File: src/rtl/legacy_attr_pkg.sv
/*
 * Constants, register map and carrier types of the legacy segment
 * attribute decoder. Assumes a 40 MHz aclk and a 20-bit legacy address.
 */
// Notes on behaviour
// Read-permit set: host reads claimed to DRAM
// Write-permit set: host writes claimed to DRAM
// Permits at bits 5,1 and 4,0; rest reserved
// Both clear: all to hub, no target reply
// Read only: reads DRAM, writes to hub
// Write only: writes DRAM, reads to hub
// Both set: reads and writes go DRAM
// Permits apply to host and hub initiators
// Thirteen segments over seven consecutive registers
// C0000h-DFFFFh: eight 16 kB segments, 5Ah-5Dh
// E0000h-EFFFFh: four segments in 5Eh, 5Fh
// F0000h-FFFFFh: one segment, 59h upper field
// Below 80000h always routed to DRAM
// 80000h-9FFFFh DRAM unless hole configured
// Video region ignores permits, goes downstream; the code sends host SMM accesses to DRAM when management is set
// Hub refused video when management or strapped
// Shadowing: write only, copy, then read only
// Reserved bits read zero; reset all zero
package legacy_attr_pkg;

	// ***********************************
	// Register bus
	// ***********************************
	localparam int ADDR_W = 12;
	localparam int NUM_ATTR = 7;
	localparam logic [9:0] IDX_BIOS_AREA = 10'h059;
	localparam logic [9:0] IDX_EXPANSION_A = 10'h05A;
	localparam logic [9:0] IDX_EXPANSION_B = 10'h05B;
	localparam logic [9:0] IDX_EXPANSION_C = 10'h05C;
	localparam logic [9:0] IDX_EXPANSION_D = 10'h05D;
	localparam logic [9:0] IDX_BIOS_EXT_A = 10'h05E;
	localparam logic [9:0] IDX_BIOS_EXT_B = 10'h05F;
	localparam logic [9:0] IDX_CONTROL = 10'h080;
	localparam logic [9:0] IDX_STATUS = 10'h081;
	localparam logic [1:0] RESP_OKAY = 2'h0;
	localparam logic [1:0] RESP_DECERR = 2'h3;

	// ***********************************
	// Attribute fields
	// ***********************************
	localparam int RP_LO = 0;
	localparam int WP_LO = 1;
	localparam int RP_HI = 4;
	localparam int WP_HI = 5;
	localparam logic [7:0] ATTR_MASK = 8'h33;
	localparam logic [7:0] BIOS_MASK = 8'h30;
	localparam logic [7:0] ATTR_RESET = 8'h00;
	localparam int CTRL_HOLE = 0;
	localparam int CTRL_MGMT = 1;
	localparam logic [1:0] CTRL_RESET = 2'h0;

	// ***********************************
	// Legacy address map
	// ***********************************
	localparam int MEM_AW = 20;
	localparam logic [19:0] DOS_TOP = 20'h80000;
	localparam logic [19:0] HOLE_TOP = 20'hA0000;
	localparam logic [19:0] VIDEO_TOP = 20'hC0000;
	localparam logic [19:0] BIOS_BASE = 20'hF0000;
	localparam int SEG_SHIFT = 14;
	localparam logic [2:0] FIRST_EXP_REG = 3'h1;
	localparam logic [2:0] BIOS_REG = 3'h0;

	// ***********************************
	// Carriers
	// ***********************************
	typedef struct packed {
		logic valid;
		logic write;
		logic smm;
		logic [MEM_AW-1:0] addr;
	} mem_req_t;

	typedef struct packed {
		logic valid;
		logic to_dram;
		logic refused;
	} route_t;

endpackage : legacy_attr_pkg

File: src/rtl/legacy_segment_attribute_decoder.sv
/*
 * Legacy segment attribute decoder: AXI4-Lite register slave, host and
 * hub-side routing decision one cycle after each request.
 * Assumes requests come from logic on aclk; the strap is an async pin.
 */
`timescale 1ns/1ps
module legacy_segment_attribute_decoder
	import legacy_attr_pkg::*;
(
	// Clock and reset
	input wire logic aclk,
	input wire logic aresetn,
	// Write address
	input wire logic awvalid,
	output logic awready,
	input wire logic [legacy_attr_pkg::ADDR_W-1:0] awaddr,
	input wire logic [2:0] awprot,
	// Write data
	input wire logic wvalid,
	output logic wready,
	input wire logic [31:0] wdata,
	input wire logic [3:0] wstrb,
	// Write response
	output logic bvalid,
	input wire logic bready,
	output logic [1:0] bresp,
	// Read address
	input wire logic arvalid,
	output logic arready,
	input wire logic [legacy_attr_pkg::ADDR_W-1:0] araddr,
	input wire logic [2:0] arprot,
	// Read data
	output logic rvalid,
	input wire logic rready,
	output logic [31:0] rdata,
	output logic [1:0] rresp,
	// Access requests
	input wire legacy_attr_pkg::mem_req_t host_req,
	input wire legacy_attr_pkg::mem_req_t hub_req,
	// Routing decisions
	output legacy_attr_pkg::route_t host_route,
	output legacy_attr_pkg::route_t hub_route,
	// Strap pin
	input wire logic non_native_strap
);
	import legacy_attr_pkg::*;

	// ***********************************
	// State
	// ***********************************
	logic [NUM_ATTR-1:0][7:0] attr_r;
	logic [1:0] ctrl_r;
	logic aw_full_r, w_full_r;
	logic [ADDR_W-1:0] aw_addr_r;
	logic [31:0] w_data_r;
	logic [3:0] w_strb_r;
	logic strap_s1_r, strap_s2_r, strap_s3_r, strap_r;
	logic do_write;
	logic [9:0] wr_idx;

	// ***********************************
	// Decode functions
	// ***********************************
	function automatic logic reg_hit(input logic [ADDR_W-1:0] a,
			output logic [2:0] slot);
		logic [9:0] idx;
		idx = a[ADDR_W-1:2];
		slot = 3'(idx - IDX_BIOS_AREA);
		return (a[1:0] == 2'h0) && (idx >= IDX_BIOS_AREA) &&
			(idx <= IDX_BIOS_EXT_B);
	endfunction : reg_hit

	function automatic logic permit(input logic [MEM_AW-1:0] a,
			input logic wr, input logic [NUM_ATTR-1:0][7:0] at);
		logic [MEM_AW-1:0] off;
		logic [3:0] seg;
		logic [2:0] slot;
		off = a - VIDEO_TOP;
		seg = off[SEG_SHIFT+:4];
		slot = seg[3:1] + FIRST_EXP_REG;
		if (a >= BIOS_BASE) begin
			return wr ? at[BIOS_REG][WP_HI] : at[BIOS_REG][RP_HI];
		end
		if (seg[0]) begin
			return wr ? at[slot][WP_HI] : at[slot][RP_HI];
		end
		return wr ? at[slot][WP_LO] : at[slot][RP_LO];
	endfunction : permit

	function automatic logic to_dram(input mem_req_t q, input logic host,
			input logic [NUM_ATTR-1:0][7:0] at, input logic [1:0] c);
		if (q.addr < DOS_TOP) begin
			return 1'b1;
		end
		if (q.addr < HOLE_TOP) begin
			return !c[CTRL_HOLE];
		end
		if (q.addr < VIDEO_TOP) begin
			return host && q.smm && c[CTRL_MGMT];
		end
		// Same permits for both initiators
		return permit(q.addr, q.write, at);
	endfunction : to_dram

	// ***********************************
	// Strap synchroniser
	// ***********************************
	always_ff @(posedge aclk) begin
		if (!aresetn) begin
			strap_s1_r <= 1'b0;
			strap_s2_r <= 1'b0;
			strap_s3_r <= 1'b0;
		end else begin
			strap_s1_r <= non_native_strap;
			strap_s2_r <= strap_s1_r;
			strap_s3_r <= strap_s2_r;
		end
	end

	// Level taken only once two stages agree
	always_ff @(posedge aclk) begin
		if (!aresetn) begin
			strap_r <= 1'b0;
		end else if (strap_s2_r == strap_s3_r) begin
			strap_r <= strap_s3_r;
		end
	end

	// ***********************************
	// Write channel
	// ***********************************
	assign awready = !aw_full_r && !bvalid;
	assign wready = !w_full_r && !bvalid;
	assign do_write = aw_full_r && w_full_r && !bvalid;
	assign wr_idx = aw_addr_r[ADDR_W-1:2];

	always_ff @(posedge aclk) begin
		if (!aresetn) begin
			aw_full_r <= 1'b0;
			aw_addr_r <= '0;
		end else if (awvalid && awready) begin
			aw_full_r <= 1'b1;
			aw_addr_r <= awaddr;
		end else if (do_write) begin
			aw_full_r <= 1'b0;
		end
	end

	always_ff @(posedge aclk) begin
		if (!aresetn) begin
			w_full_r <= 1'b0;
			w_data_r <= '0;
			w_strb_r <= '0;
		end else if (wvalid && wready) begin
			w_full_r <= 1'b1;
			w_data_r <= wdata;
			w_strb_r <= wstrb;
		end else if (do_write) begin
			w_full_r <= 1'b0;
		end
	end

	always_ff @(posedge aclk) begin
		logic [2:0] slot;
		logic hit;
		slot = '0;
		hit = reg_hit(aw_addr_r, slot);
		if (!aresetn) begin
			bvalid <= 1'b0;
			bresp <= RESP_OKAY;
		end else if (do_write) begin
			bvalid <= 1'b1;
			bresp <= (hit || (aw_addr_r[1:0] == 2'h0 &&
				(wr_idx == IDX_CONTROL || wr_idx == IDX_STATUS))) ?
				RESP_OKAY : RESP_DECERR;
		end else if (bready) begin
			bvalid <= 1'b0;
		end
	end

	// Reserved bits never stored, so they read back zero
	always_ff @(posedge aclk) begin
		logic [2:0] slot;
		logic hit;
		slot = '0;
		hit = reg_hit(aw_addr_r, slot);
		if (!aresetn) begin
			attr_r <= {NUM_ATTR{ATTR_RESET}};
		end else if (do_write && hit && w_strb_r[0]) begin
			attr_r[slot] <= w_data_r[7:0] &
				((slot == BIOS_REG) ? BIOS_MASK : ATTR_MASK);
		end
	end

	always_ff @(posedge aclk) begin
		if (!aresetn) begin
			ctrl_r <= CTRL_RESET;
		end else if (do_write && wr_idx == IDX_CONTROL &&
				aw_addr_r[1:0] == 2'h0 && w_strb_r[0]) begin
			ctrl_r <= w_data_r[1:0];
		end
	end

	// ***********************************
	// Read channel
	// ***********************************
	assign arready = !rvalid;

	always_ff @(posedge aclk) begin
		logic [2:0] slot;
		logic hit;
		logic [9:0] idx;
		slot = '0;
		hit = reg_hit(araddr, slot);
		idx = araddr[ADDR_W-1:2];
		if (!aresetn) begin
			rvalid <= 1'b0;
			rdata <= '0;
			rresp <= RESP_OKAY;
		end else if (arvalid && arready) begin
			rvalid <= 1'b1;
			rresp <= RESP_OKAY;
			rdata <= '0;
			if (hit) begin
				rdata[7:0] <= attr_r[slot];
			end else if (araddr[1:0] == 2'h0 && idx == IDX_CONTROL) begin
				rdata[1:0] <= ctrl_r;
			end else if (araddr[1:0] == 2'h0 && idx == IDX_STATUS) begin
				rdata[4:0] <= {strap_r, hub_route.refused,
					hub_route.to_dram, host_route.to_dram, host_route.valid};
			end else begin
				rresp <= RESP_DECERR;
			end
		end else if (rready) begin
			rvalid <= 1'b0;
		end
	end

	// ***********************************
	// Routing decisions
	// ***********************************
	always_ff @(posedge aclk) begin
		if (!aresetn) begin
			host_route <= '0;
		end else begin
			host_route.valid <= host_req.valid;
			host_route.refused <= 1'b0;
			if (host_req.valid) begin
				host_route.to_dram <= to_dram(host_req, 1'b1, attr_r,
					ctrl_r);
			end
		end
	end

	// Hub never reaches video DRAM; refusal flagged when guarded
	always_ff @(posedge aclk) begin
		logic vid;
		vid = (hub_req.addr >= HOLE_TOP) && (hub_req.addr < VIDEO_TOP);
		if (!aresetn) begin
			hub_route <= '0;
		end else begin
			hub_route.valid <= hub_req.valid;
			if (hub_req.valid) begin
				hub_route.to_dram <= to_dram(hub_req, 1'b0, attr_r,
					ctrl_r);
				hub_route.refused <= vid &&
					(ctrl_r[CTRL_MGMT] || strap_r);
			end
		end
	end

	// Segment zero: lowest expansion window
	function automatic logic in_seg0(input logic [MEM_AW-1:0] a);
		return a[MEM_AW-1:SEG_SHIFT] == VIDEO_TOP[MEM_AW-1:SEG_SHIFT];
	endfunction : in_seg0
endmodule : legacy_segment_attribute_decoder

File: config.mk
export PLATFORM = sky130hd
export DESIGN_NAME = legacy_segment_attribute_decoder
export DESIGN_NICKNAME = d
export VERILOG_FILES = /design/src/rtl/legacy_attr_pkg.sv /design/src/rtl/legacy_segment_attribute_decoder.sv
export SDC_FILE = /design/constraint.sdc
export NUM_CORES = 1
export LEC_CHECK = 0
export ABC_AREA = 1
export BUFFER_PORTS_ARGS = -buffer_cell sky130_fd_sc_hd__buf_2
export CAP_MARGIN = 30
export CORE_ASPECT_RATIO = 1.75
export CORE_MARGIN = 5
export CORE_UTILIZATION = 44
export DETAILED_ROUTE_END_ITERATION = 8
export GPL_ROUTABILITY_DRIVEN = 1
export PLACE_DENSITY = 0.88
export SYNTH_ARGS = -nofsm -noshare
export SYNTH_HDL_FRONTEND = slang
export SYNTH_SLANG_ARGS = --single-unit
export TNS_END_PERCENT = 100
File: constraint.sdc
create_clock -name aclk -period 1.7 [get_ports aclk]
set_input_delay 0.085 -clock aclk [delete_from_list [all_inputs] [get_ports aclk]]
set_output_delay 0.085 -clock aclk [all_outputs]
set_load 0.005 [all_outputs]
==> impl_metrics.toml, run 1 <==
[synth]
synth_top_family_by_area = "simple AND/OR/NAND/NOR gates"
ys.warnings.count = 0
muxShareOfSynthArea = 0
synth.distinct_cells = 39
synthAdderAreaFrac = 0.0280
syn_area_mm2 = 0.00402
synth_xor_area_frac = 0.00872
synth_area_per_cell_um2 = 6.77
ys_ff_latch = 68
ys_async_sr_fraction = 0
ys_top_cells_by_count = "nand2_1, inv_1, a21oi_1"
synth_largest_area_cell = "dfxtp_1"
synth_top_area_share = 0.339
synth-simple-area-share = 0.244
synthCells = 594
synth_flop_cell = "dfxtp_1"
ys_seq_area_frac = 0.339
synthMostInstantiatedCell = "nand2_1"
synth.top_cells.by_area = "dfxtp_1, nand2_1, a21oi_1, o21ai_0, inv_1"
synth_edf_count = 0
synth_compound_area_frac = 0.227

[global_routing]
grt_pass1_vias = 3895
grt_pass1_wl_mm = 17.5
grt_overflow = 0
grt_use_total = 0.206
grt_antenna_before_repair = 0
grt_max_degree = 38

[setup_path]
crit_required_ns = 1.96
crit_start = "aw_addr_r[4]$_SDFFE_PN0P_"
reg2regPathDepth = 5
cp_max_fo = 4
r2r-start = "aw_addr_r[4]$_SDFFE_PN0P_"
rr_endpoint = "ctrl_r[1]$_SDFFE_PN0P_"
endpoint_kind = "register"
cp_data_arrival_time_ns = 1.93
critical_path_class = "register to register"
start_kind = "register"
r2r_slack_ns = 0.04

[layout]
regArea_mm2 = 0.00137
multi_input_area_mm2 = 0.00220
utilization = 0.545
finalNetCount = 813
diodes = 0
design_area_mm2 = 0.00489
synthToLayoutAreaGrowth_pct = 21.8
layout-drive-gt1-share = 0.232
nFillCells = 870

[route]
ant_nets = 0
drtIter0Drc = 264
vias = 4165
routed_via_density = 5.15
dr.pass1.iters = 6
drt-wirelength-per-cell_um = 14.0
wirelength_mm = 11.3
drc = 0

[placement]
globalplace.congestion = 0.924
hpwl_mm = 8.66
pre_cts_ws_ns = -0.127
io_buffers = 73
placed_cell_area_mm2 = 0.00450

[clock_network]
cts.sinks = 68
clockBufferDepth = 2
path_clk_slew_ns = 0.06
tritoncts = "built"
htreeDepth = 3
clk_latency_ns = 0.33
root_buffer = "clkbuf_16"
cts_made_buffers = 9

[floorplanning]
die-height_um = 136
core_area_mm2 = 0.00898
num_rows = 46
die-width_um = 82.2
boundaryPins = 167
dieArea_mm2 = 0.0112
start_util = 0.448

[timing]
slew_headroom = 0.660
rsz0062_at_grt = "true"
min_period_ns = 1.66
setup_ws_ns = 0.0351
fin_setup_tns_ns = 0
finalCritPeriodShare = 0.979
worst_slew_pin_slew_ns = 0.509
finalHoldViolations = 0
setup_viol = 0
fmax_mhz = 601
skew_ns = 0.00587
final_max_slew_viol_count = 0

[power_and_ir_drop]
p_leak_nw = 2.28
p_per_area_mw_per_mm2 = 858
vdd_ir_drop_max_uv = 759
power_mw = 4.20

[worst_hold_path]
whs_path_depth = 3
min_from = "awaddr[7]"
whs_endpoint = "aw_addr_r[7]$_SDFFE_PN0P_"
hold_class = "primary input to register"

[run_status]
status = "finished clean"

[job]
max_cap_violations = 0
metrics by stage:
step | std cells | hold slack [ns]
3_3_place_gp | 788 | 0.269
5_1_grt | 809 | 0.0173
2_1_floorplan | 620 | 0.178
6_report | 809 | 0.00515
4_1_cts | 808 | 0.000683
3_5_place_dp | 788 | 0.280
flip-flops by register name (all words and copies together), names as in the netlist, 2 cells and up:
name        flops
attr_r         28
hub_route       3
rdata           6
aw_addr_r      12
w_data_r        4
ctrl_r          2
host_route      2
routing by layer:
layer,global-route usage,vias up,part of all wire
met2,0.374,186,0.54
li1,-,2071,-
met3,0.0365,64,0.060
met1,0.195,1844,0.33
met5,0,-,0
met4,0.157,0,0.075
how the worst max path moves through the flow:
stage / endpoint / slack, ns / cells after the start
floorplan: attr_r[17]$_SDFFE_PN0P_ / 0.003 / 9
global placement: hub_route[1]$_SDFFE_PN0P_ / -0.08 / 11
detailed placement: hub_route[1]$_SDFFE_PN0P_ / -0.13 / 11
CTS: attr_r[49]$_SDFFE_PN0P_ / 0.007 / 13
global route: attr_r[33]$_SDFFE_PN0P_ / -0.05 / 10
finish: ctrl_r[1]$_SDFFE_PN0P_ / 0.04 / 5
layout make-up:
class | instances | share of cell area
inverters | 83 | 0.0647
clock inverters | 4 | 0.00460
multi-input cells | 422 | 0.449
clock buffers | 12 | 0.0544
repair buffers | 100 | 0.118
well taps | 120 | 0.0307
flip-flops and latches | 68 | 0.279
power by group:
| group | switching, mW | internal (mW) | leakage [nW] |
|---|---|---|---|
| clock network | 0.658 | 1.10 | 0.144 |
| logic | 0.460 | 0.281 | 1.58 |
| registers | 0.0413 | 1.66 | 0.556 |
critical path, cell delays in order, from the launching register on:
cell and delay (ns):
dfxtp_1 0.34, or2_2 0.30, nor4_1 0.43, and3_1 0.31
o21ai_0 0.09, a21oi_1 0.14
layout by cell type (no fill, tap or decap), types with 4 or more instances in the layout:
master     Yosys  layout
a21oi_1       73      70
a21oi_2        2       5
a31oi_1        4       4
buf_2          6      73
buf_4         30      24
clkbuf_16      0       9
conb_1         1      27
dfxtp_1       68      65
ha_1           9       7
inv_1         79      73
inv_2          3       9
nand2_1       99      96
nand2_2        1       4
nand3_1       34      33
nor2_1        49      44
nor2_2         2       6
nor2_4         6       7
o211ai_1       4       4
o21a_1         6       6
o21ai_0       67      65
o21ai_1       10      12
xnor2_1        4       4
cell families after synthesis:
family                   count (synthesis)
AND/OR/NAND/NOR                        211
AO/OA/AOI/OAI                          171
buffers and inverters                  130
flip-flops                              68
adder cells (fa/ha/maj)                  9
XOR/XNOR                                 4
other                                    1
what timing repair did:
action	in CTS	in global routing
setup buffers	1	1
endpoints found under the setup margin	4	30
resized for setup	1	24
pin swaps	1	7
hold endpoints to repair	3	0
hold buffers	3	0
(Power assumes the default switching activity.)
==> run 2: changes to the inputs <==
- ABC_AREA: 1 -> default
- BUFFER_PORTS_ARGS: -buffer_cell sky130_fd_sc_hd__buf_2 -> -buffer_cell sky130_fd_sc_hd__buf_4
- GPL_TIMING_DRIVEN: default -> 0
==> run 2 against run 1 <==
The run now ends with negative hold slack, negative setup slack left. First-iteration DRC count down 27%. Global-route usage up 0.49 points. Combinational power up 5.9%. Fmax down 24%. Die area up 0.31%. Register-to-register slack worse by 0.52 ns. Utilization up 6.5 points. Cell count down 15%. Clock power up 9.7%. Critical path type unchanged. Largest cell class unchanged. Largest power group unchanged. Highest routed layer unchanged.
==> impl_metrics.toml, run 2 <==
[timing]
min_period_ns = 2.18
slew_headroom = 0.618
fin_setup_tns_ns = -10.20
finalCritPeriodShare = 1.28
skew_ns = 0.00959
finalHoldViolations = 1
whs_ns = -0.00595
setup_viol = 31
rsz0062_at_grt = "true"
fmax_mhz = 458
setup_ws_ns = -0.484
final_max_slew_viol_count = 0
worst_slew_pin_slew_ns = 0.573

[layout]
layout-drive-gt1-share = 0.337
final_common_cell = "buf_4"
largestRegisters = "attr_r x28, aw_addr_r x12, rdata x6"
regMostFlops = "attr_r"
finalNetCount = 694
final_cell_mix = "buf_4, dfxtp_1, mux2i_1"
finalNonFillerCells = 690
diodes = 0
synthToLayoutAreaGrowth_pct = 36.7
design_area_mm2 = 0.00551
largest_reg_flops = 28

[route]
wirelength_mm = 12.0
drtIter0Drc = 194
drt-wirelength-per-cell_um = 17.4
ant_nets = 0
vias = 3704
routed_via_density = 5.37
dr.pass1.iters = 5
drc = 0

[clock_network]
root_buffer = "clkbuf_16"
tritoncts = "built"
path_clk_slew_ns = 0.06
cts_made_buffers = 9
clockBufferDepth = 2
cts.sinks = 68
clk_latency_ns = 0.34
htreeDepth = 3

[synth]
ys_top_cells_by_count = "dfxtp_1, mux2i_1, nor2b_1"
synth_area_per_cell_um2 = 9.19
ys_async_sr_fraction = 0
synthCells = 439
synth_top_area_share = 0.338
synth.top_cells.by_area = "dfxtp_1, mux2i_1, nor2b_1, buf_4, mux4_2"
ys_ff_latch = 68
syn_area_mm2 = 0.00403
synthMostInstantiatedCell = "dfxtp_1"
ys_seq_area_frac = 0.338
ys.warnings.count = 0
synth.distinct_cells = 52
synth_largest_area_cell = "dfxtp_1"
synth_flop_cell = "dfxtp_1"
synth_edf_count = 0

[setup_path]
r2r_slack_ns = -0.48
cp_data_arrival_time_ns = 2.42
start_kind = "register"
cp_max_fo = 4
crit_required_ns = 1.93
endpoint_kind = "register"
critical_path_class = "register to register"

[job]
max_cap_violations = 0

[global_routing]
grt_max_degree = 15
grt_use_total = 0.211
grt_overflow = 0
grt_pass1_wl_mm = 17.9
grt_antenna_before_repair = 0
grt_pass1_vias = 3711

[power_and_ir_drop]
p_leak_nw = 2.42
p_per_area_mw_per_mm2 = 798
power_mw = 4.40
vdd_ir_drop_max_uv = 518

[floorplanning]
core_area_mm2 = 0.00904
die-width_um = 82.4
die-height_um = 137
num_rows = 46
dieArea_mm2 = 0.0113
boundaryPins = 167
start_util = 0.446

[placement]
pre_cts_ws_ns = -0.818
place_inst = 657
io_buffers = 72
globalplace.congestion = 0.918
placed_cell_area_mm2 = 0.00487
hpwl_mm = 8.83

[run_status]
violations = "negative hold slack, negative setup slack"
status = "finished, violations left"

[worst_hold_path]
hold_class = "primary input to register"
==> run 2: routing by layer <==
layer | GRT usage | part of all wire
met1 | 0.197 | 0.32
met2 | 0.382 | 0.54
met3 | 0.0395 | 0.067
met5 | 0 | 0
met4 | 0.166 | 0.070
==> run 2: cell families (layout without fill, tap and decap cells) <==
| logic type | count (synthesis) | after routing | share of synthesized area |
|---|---|---|---|
| simple gates | 147 | 147 | 0.204 |
| compound gates | 74 | 74 | 0.131 |
| mux | 70 | 70 | 0.203 |
| flops | 68 | 68 | 0.338 |
| buf+inv | 67 | 172 | 0.0900 |
| fa+ha+maj | 9 | 9 | 0.0279 |
| xor+xnor | 3 | 3 | 0.00652 |
| other cells | 1 | 27 | 0.000930 |
==> run 2: critical path, cell delays in order, from the launching register on <==
cell and delay (ns):
dfxtp_2 0.32, or4_4 0.53, or3_4 0.43, or4_4 0.55, mux2i_1 0.18, nor2b_1 0.06
==> run 2: report_power, final <==
part | internal, mW | switching, mW | leakage (nW)
Sequential | 1.65 | 0.0454 | 0.555
Clock | 1.16 | 0.763 | 0.145
Combinational | 0.413 | 0.372 | 1.72
==> run 2: final timing paths <==
path	start	to	cells past startpoint
worst max-delay path	aw_addr_r[11]$_SDFFE_PN0P_	attr_r[52]$_SDFFE_PN0P_	5
worst min-delay path	awaddr[11]	aw_addr_r[11]$_SDFFE_PN0P_	3
worst max register to register	aw_addr_r[11]$_SDFFE_PN0P_	attr_r[52]$_SDFFE_PN0P_	5
worst min register to register	strap_s1_r$_SDFF_PN0_	strap_s2_r$_SDFF_PN0_	1
==> run 2: repair_timing <==
action	in CTS	in global routing
hold buffers	3	0
buffers inserted	9	9
gates resized for setup	22	19
endpoints found under the hold margin	3	0
pin swaps	10	13
setup endpoints to repair	33	34
==> run 2: final cells by class <==
class / instances / area (µm²)
Clock buffer: 9 / 225
Sequential cell: 68 / 1370
Buffer: 50 / 329
Timing Repair Buffer: 93 / 728
Tap cell: 120 / 150
Clock inverter: 7 / 82.6
Fill cell: 694 / 3520
Inverter: 13 / 52.6
Multi-Input combinational cell: 330 / 2580
==> run 2: per-stage QoR <==
step,hold WS (ns),utilization
after floorplan,0.207,-
after global placement,0.293,0.539
after detailed placement,0.298,0.539
after CTS,0.000343,0.595
after global routing,0.0153,0.610
final,-0.00595,0.610
==> run 3: changes to the inputs <==
- PLACE_DENSITY: 0.88 -> default
- PLACE_DENSITY_LB_ADDON: default -> 0.3
==> run 3 against run 2 <==
The run ends with negative setup slack left. Count of clock-buffer cells in the layout grew 1. Combinational power shrank 2%. Utilization shrank 0.33 points. Die area is the same. Flip-flop and latch count is the same. Worst hold slack gained 0.013 ns. Clock skew is essentially flat. First-iteration DRC count shrank 13%. Sequential power is essentially flat. Clock power is essentially flat.
==> impl_metrics.toml, run 3 (synthesis gave the netlist of run 2 again) <==
[route]
wirelength_mm = 11.2
routed_via_density = 5.22
vias = 3601
drt-wirelength-per-cell_um = 16.3
dr.pass1.iters = 4
ant_nets = 0
drc = 0
drtIter0Drc = 168

[global_routing]
grt_use_total = 0.205
grt_pass1_vias = 3677
grt_pass1_wl_mm = 17.4
grt_max_degree = 13
grt_overflow = 0
grt_antenna_before_repair = 0

[setup_path]
cp.buffers_inverters = 0
slowest_stage = "or4_4"
endpoint_kind = "register"
critPathMaxStageDelay_ns = 0.55
cp_top_family = "simple AND/OR/NAND/NOR gates"
crit_chain = "or4_4 > or3_4 > or4_4 > mux2i_2 > nor2b_1"
reg2regPathDepth = 5
start_kind = "register"
rr_endpoint = "attr_r[49]$_SDFFE_PN0P_"
r2r_slack_ns = -0.46
cp_max_fo = 4
r2r-start = "aw_addr_r[10]$_SDFFE_PN0P_"
critical_path_class = "register to register"
crit_top_cell = "or4_4"
cp_data_arrival_time_ns = 2.39
crit_required_ns = 1.93

[placement]
place_inst = 657
globalplace.congestion = 0.956
io_buffers = 72
hpwl_mm = 8.65
placed_cell_area_mm2 = 0.00487

[timing]
skew_ns = 0.00922
whs_ns = 0.00722
min_period_ns = 2.16
setup_viol = 31
rsz0062_at_grt = "true"
setup_ws_ns = -0.465
slew_headroom = 0.659
fin_setup_tns_ns = -9.38
finalCritPeriodShare = 1.27
fmax_mhz = 462
final_max_slew_viol_count = 0
finalHoldViolations = 0
worst_slew_pin_slew_ns = 0.508

[layout]
design_area_mm2 = 0.00548
finalNonFillerCells = 690
finalNetCount = 694
utilization = 0.607
largest_reg_flops = 28
diodes = 0
regMostFlops = "attr_r"
synthToLayoutAreaGrowth_pct = 35.9
final_cell_mix = "buf_4, dfxtp_1, mux2i_1"
layout-drive-gt1-share = 0.323
largestRegisters = "attr_r x28, aw_addr_r x12, rdata x6"
final_common_cell = "buf_4"

[power_and_ir_drop]
p_leak_nw = 2.42
p_per_area_mw_per_mm2 = 794
vdd_ir_drop_max_uv = 740

[worst_hold_path]
whs_endpoint = "w_data_r[5]$_SDFFE_PN0P_"
min_from = "wdata[5]"
whs_path_depth = 3
hold_class = "primary input to register"

[run_status]
violations = "negative setup slack"
status = "finished, violations left"

[floorplanning]
num_rows = 46
die-height_um = 137
core_area_mm2 = 0.00904
dieArea_mm2 = 0.0113
die-width_um = 82.4
start_util = 0.446
boundaryPins = 167

[job]
max_cap_violations = 0

[clock_network]
cts_made_buffers = 9
clk_latency_ns = 0.34
clockBufferDepth = 2
path_clk_slew_ns = 0.06
tritoncts = "built"
htreeDepth = 3
cts.sinks = 68
root_buffer = "clkbuf_16"
[run 3: changes by cell type in the layout (fill, tap and decap cells not counted), moves of 2 or more]
cell           before  now
buf_4             113  110
clkinv_2            0    3
dlygate4sd3_1       3    5
clkinvlp_4          3    0
[run 3: how the worst max path moves through the flow]
| stage | start | end | slack (ns) | cells past startpoint |
|---|---|---|---|---|
| after global placement | hub_req[15] | hub_route[1]$_SDFFE_PN0P_ | -0.73 | 10 |
| after floorplan | aw_addr_r[10]$_SDFFE_PN0P_ | attr_r[48]$_SDFFE_PN0P_ | -0.38 | 6 |
| final | aw_addr_r[10]$_SDFFE_PN0P_ | attr_r[49]$_SDFFE_PN0P_ | -0.46 | 5 |
| after detailed placement | hub_req[15] | hub_route[1]$_SDFFE_PN0P_ | -0.79 | 10 |
| after global routing | aw_addr_r[10]$_SDFFE_PN0P_ | attr_r[49]$_SDFFE_PN0P_ | -0.52 | 5 |
| after CTS | aw_addr_r[10]$_SDFFE_PN0P_ | attr_r[49]$_SDFFE_PN0P_ | -0.46 | 5 |
[run 3: tightest hold or removal path: cells and delay by family]
kind          cells  cell delay, ns
buf+inv           1            0.08
simple gates      1            0.09
mux               1            0.06
[run 3: where the power goes]
| group | leakage, nW | internal [mW] | switching, mW |
|---|---|---|---|
| Clock | 0.153 | 1.17 | 0.717 |
| Sequential | 0.555 | 1.65 | 0.0457 |
| Combinational | 1.71 | 0.409 | 0.358 |
[run 3: repair_timing]
| item | 4_1_cts | 5_1_grt |
|---|---|---|
| resized for setup | 27 | 12 |
| hold buffers | 5 | 0 |
| pin swaps | 4 | 5 |
| buffers inserted | 11 | 6 |
| setup endpoints to repair | 32 | 35 |
| gates cloned | 0 | 0 |
| hold endpoints to repair | 4 | 0 |
[run 3: area by class of cell]
type                       count  area [µm²]
fill                         785        3550
timing repair buffer          92         729
buffer                        51         328
sequential                    68        1360
tap                          120         150
clock buffer                  10         239
clock inverter                 6        62.6
multi-input combinational    330        2560
inverter                      13        51.3
[run 3: metrics by stage]
| step | power (mW) | setup slack, ns |
|---|---|---|
| floorplan | 2.11 | -0.377 |
| CTS | 4.35 | -0.456 |
| global placement | 2.35 | -0.733 |
| detailed placement | 2.36 | -0.789 |
| finish | 4.35 | -0.465 |
| global route | 4.55 | -0.525 |
[run 3: routing by layer]
metal | global-route usage | routed length (µm)
met5 | 0 | 0
met1 | 0.197 | 3840
met4 | 0.103 | 442
met3 | 0.0389 | 648
met2 | 0.393 | 6300
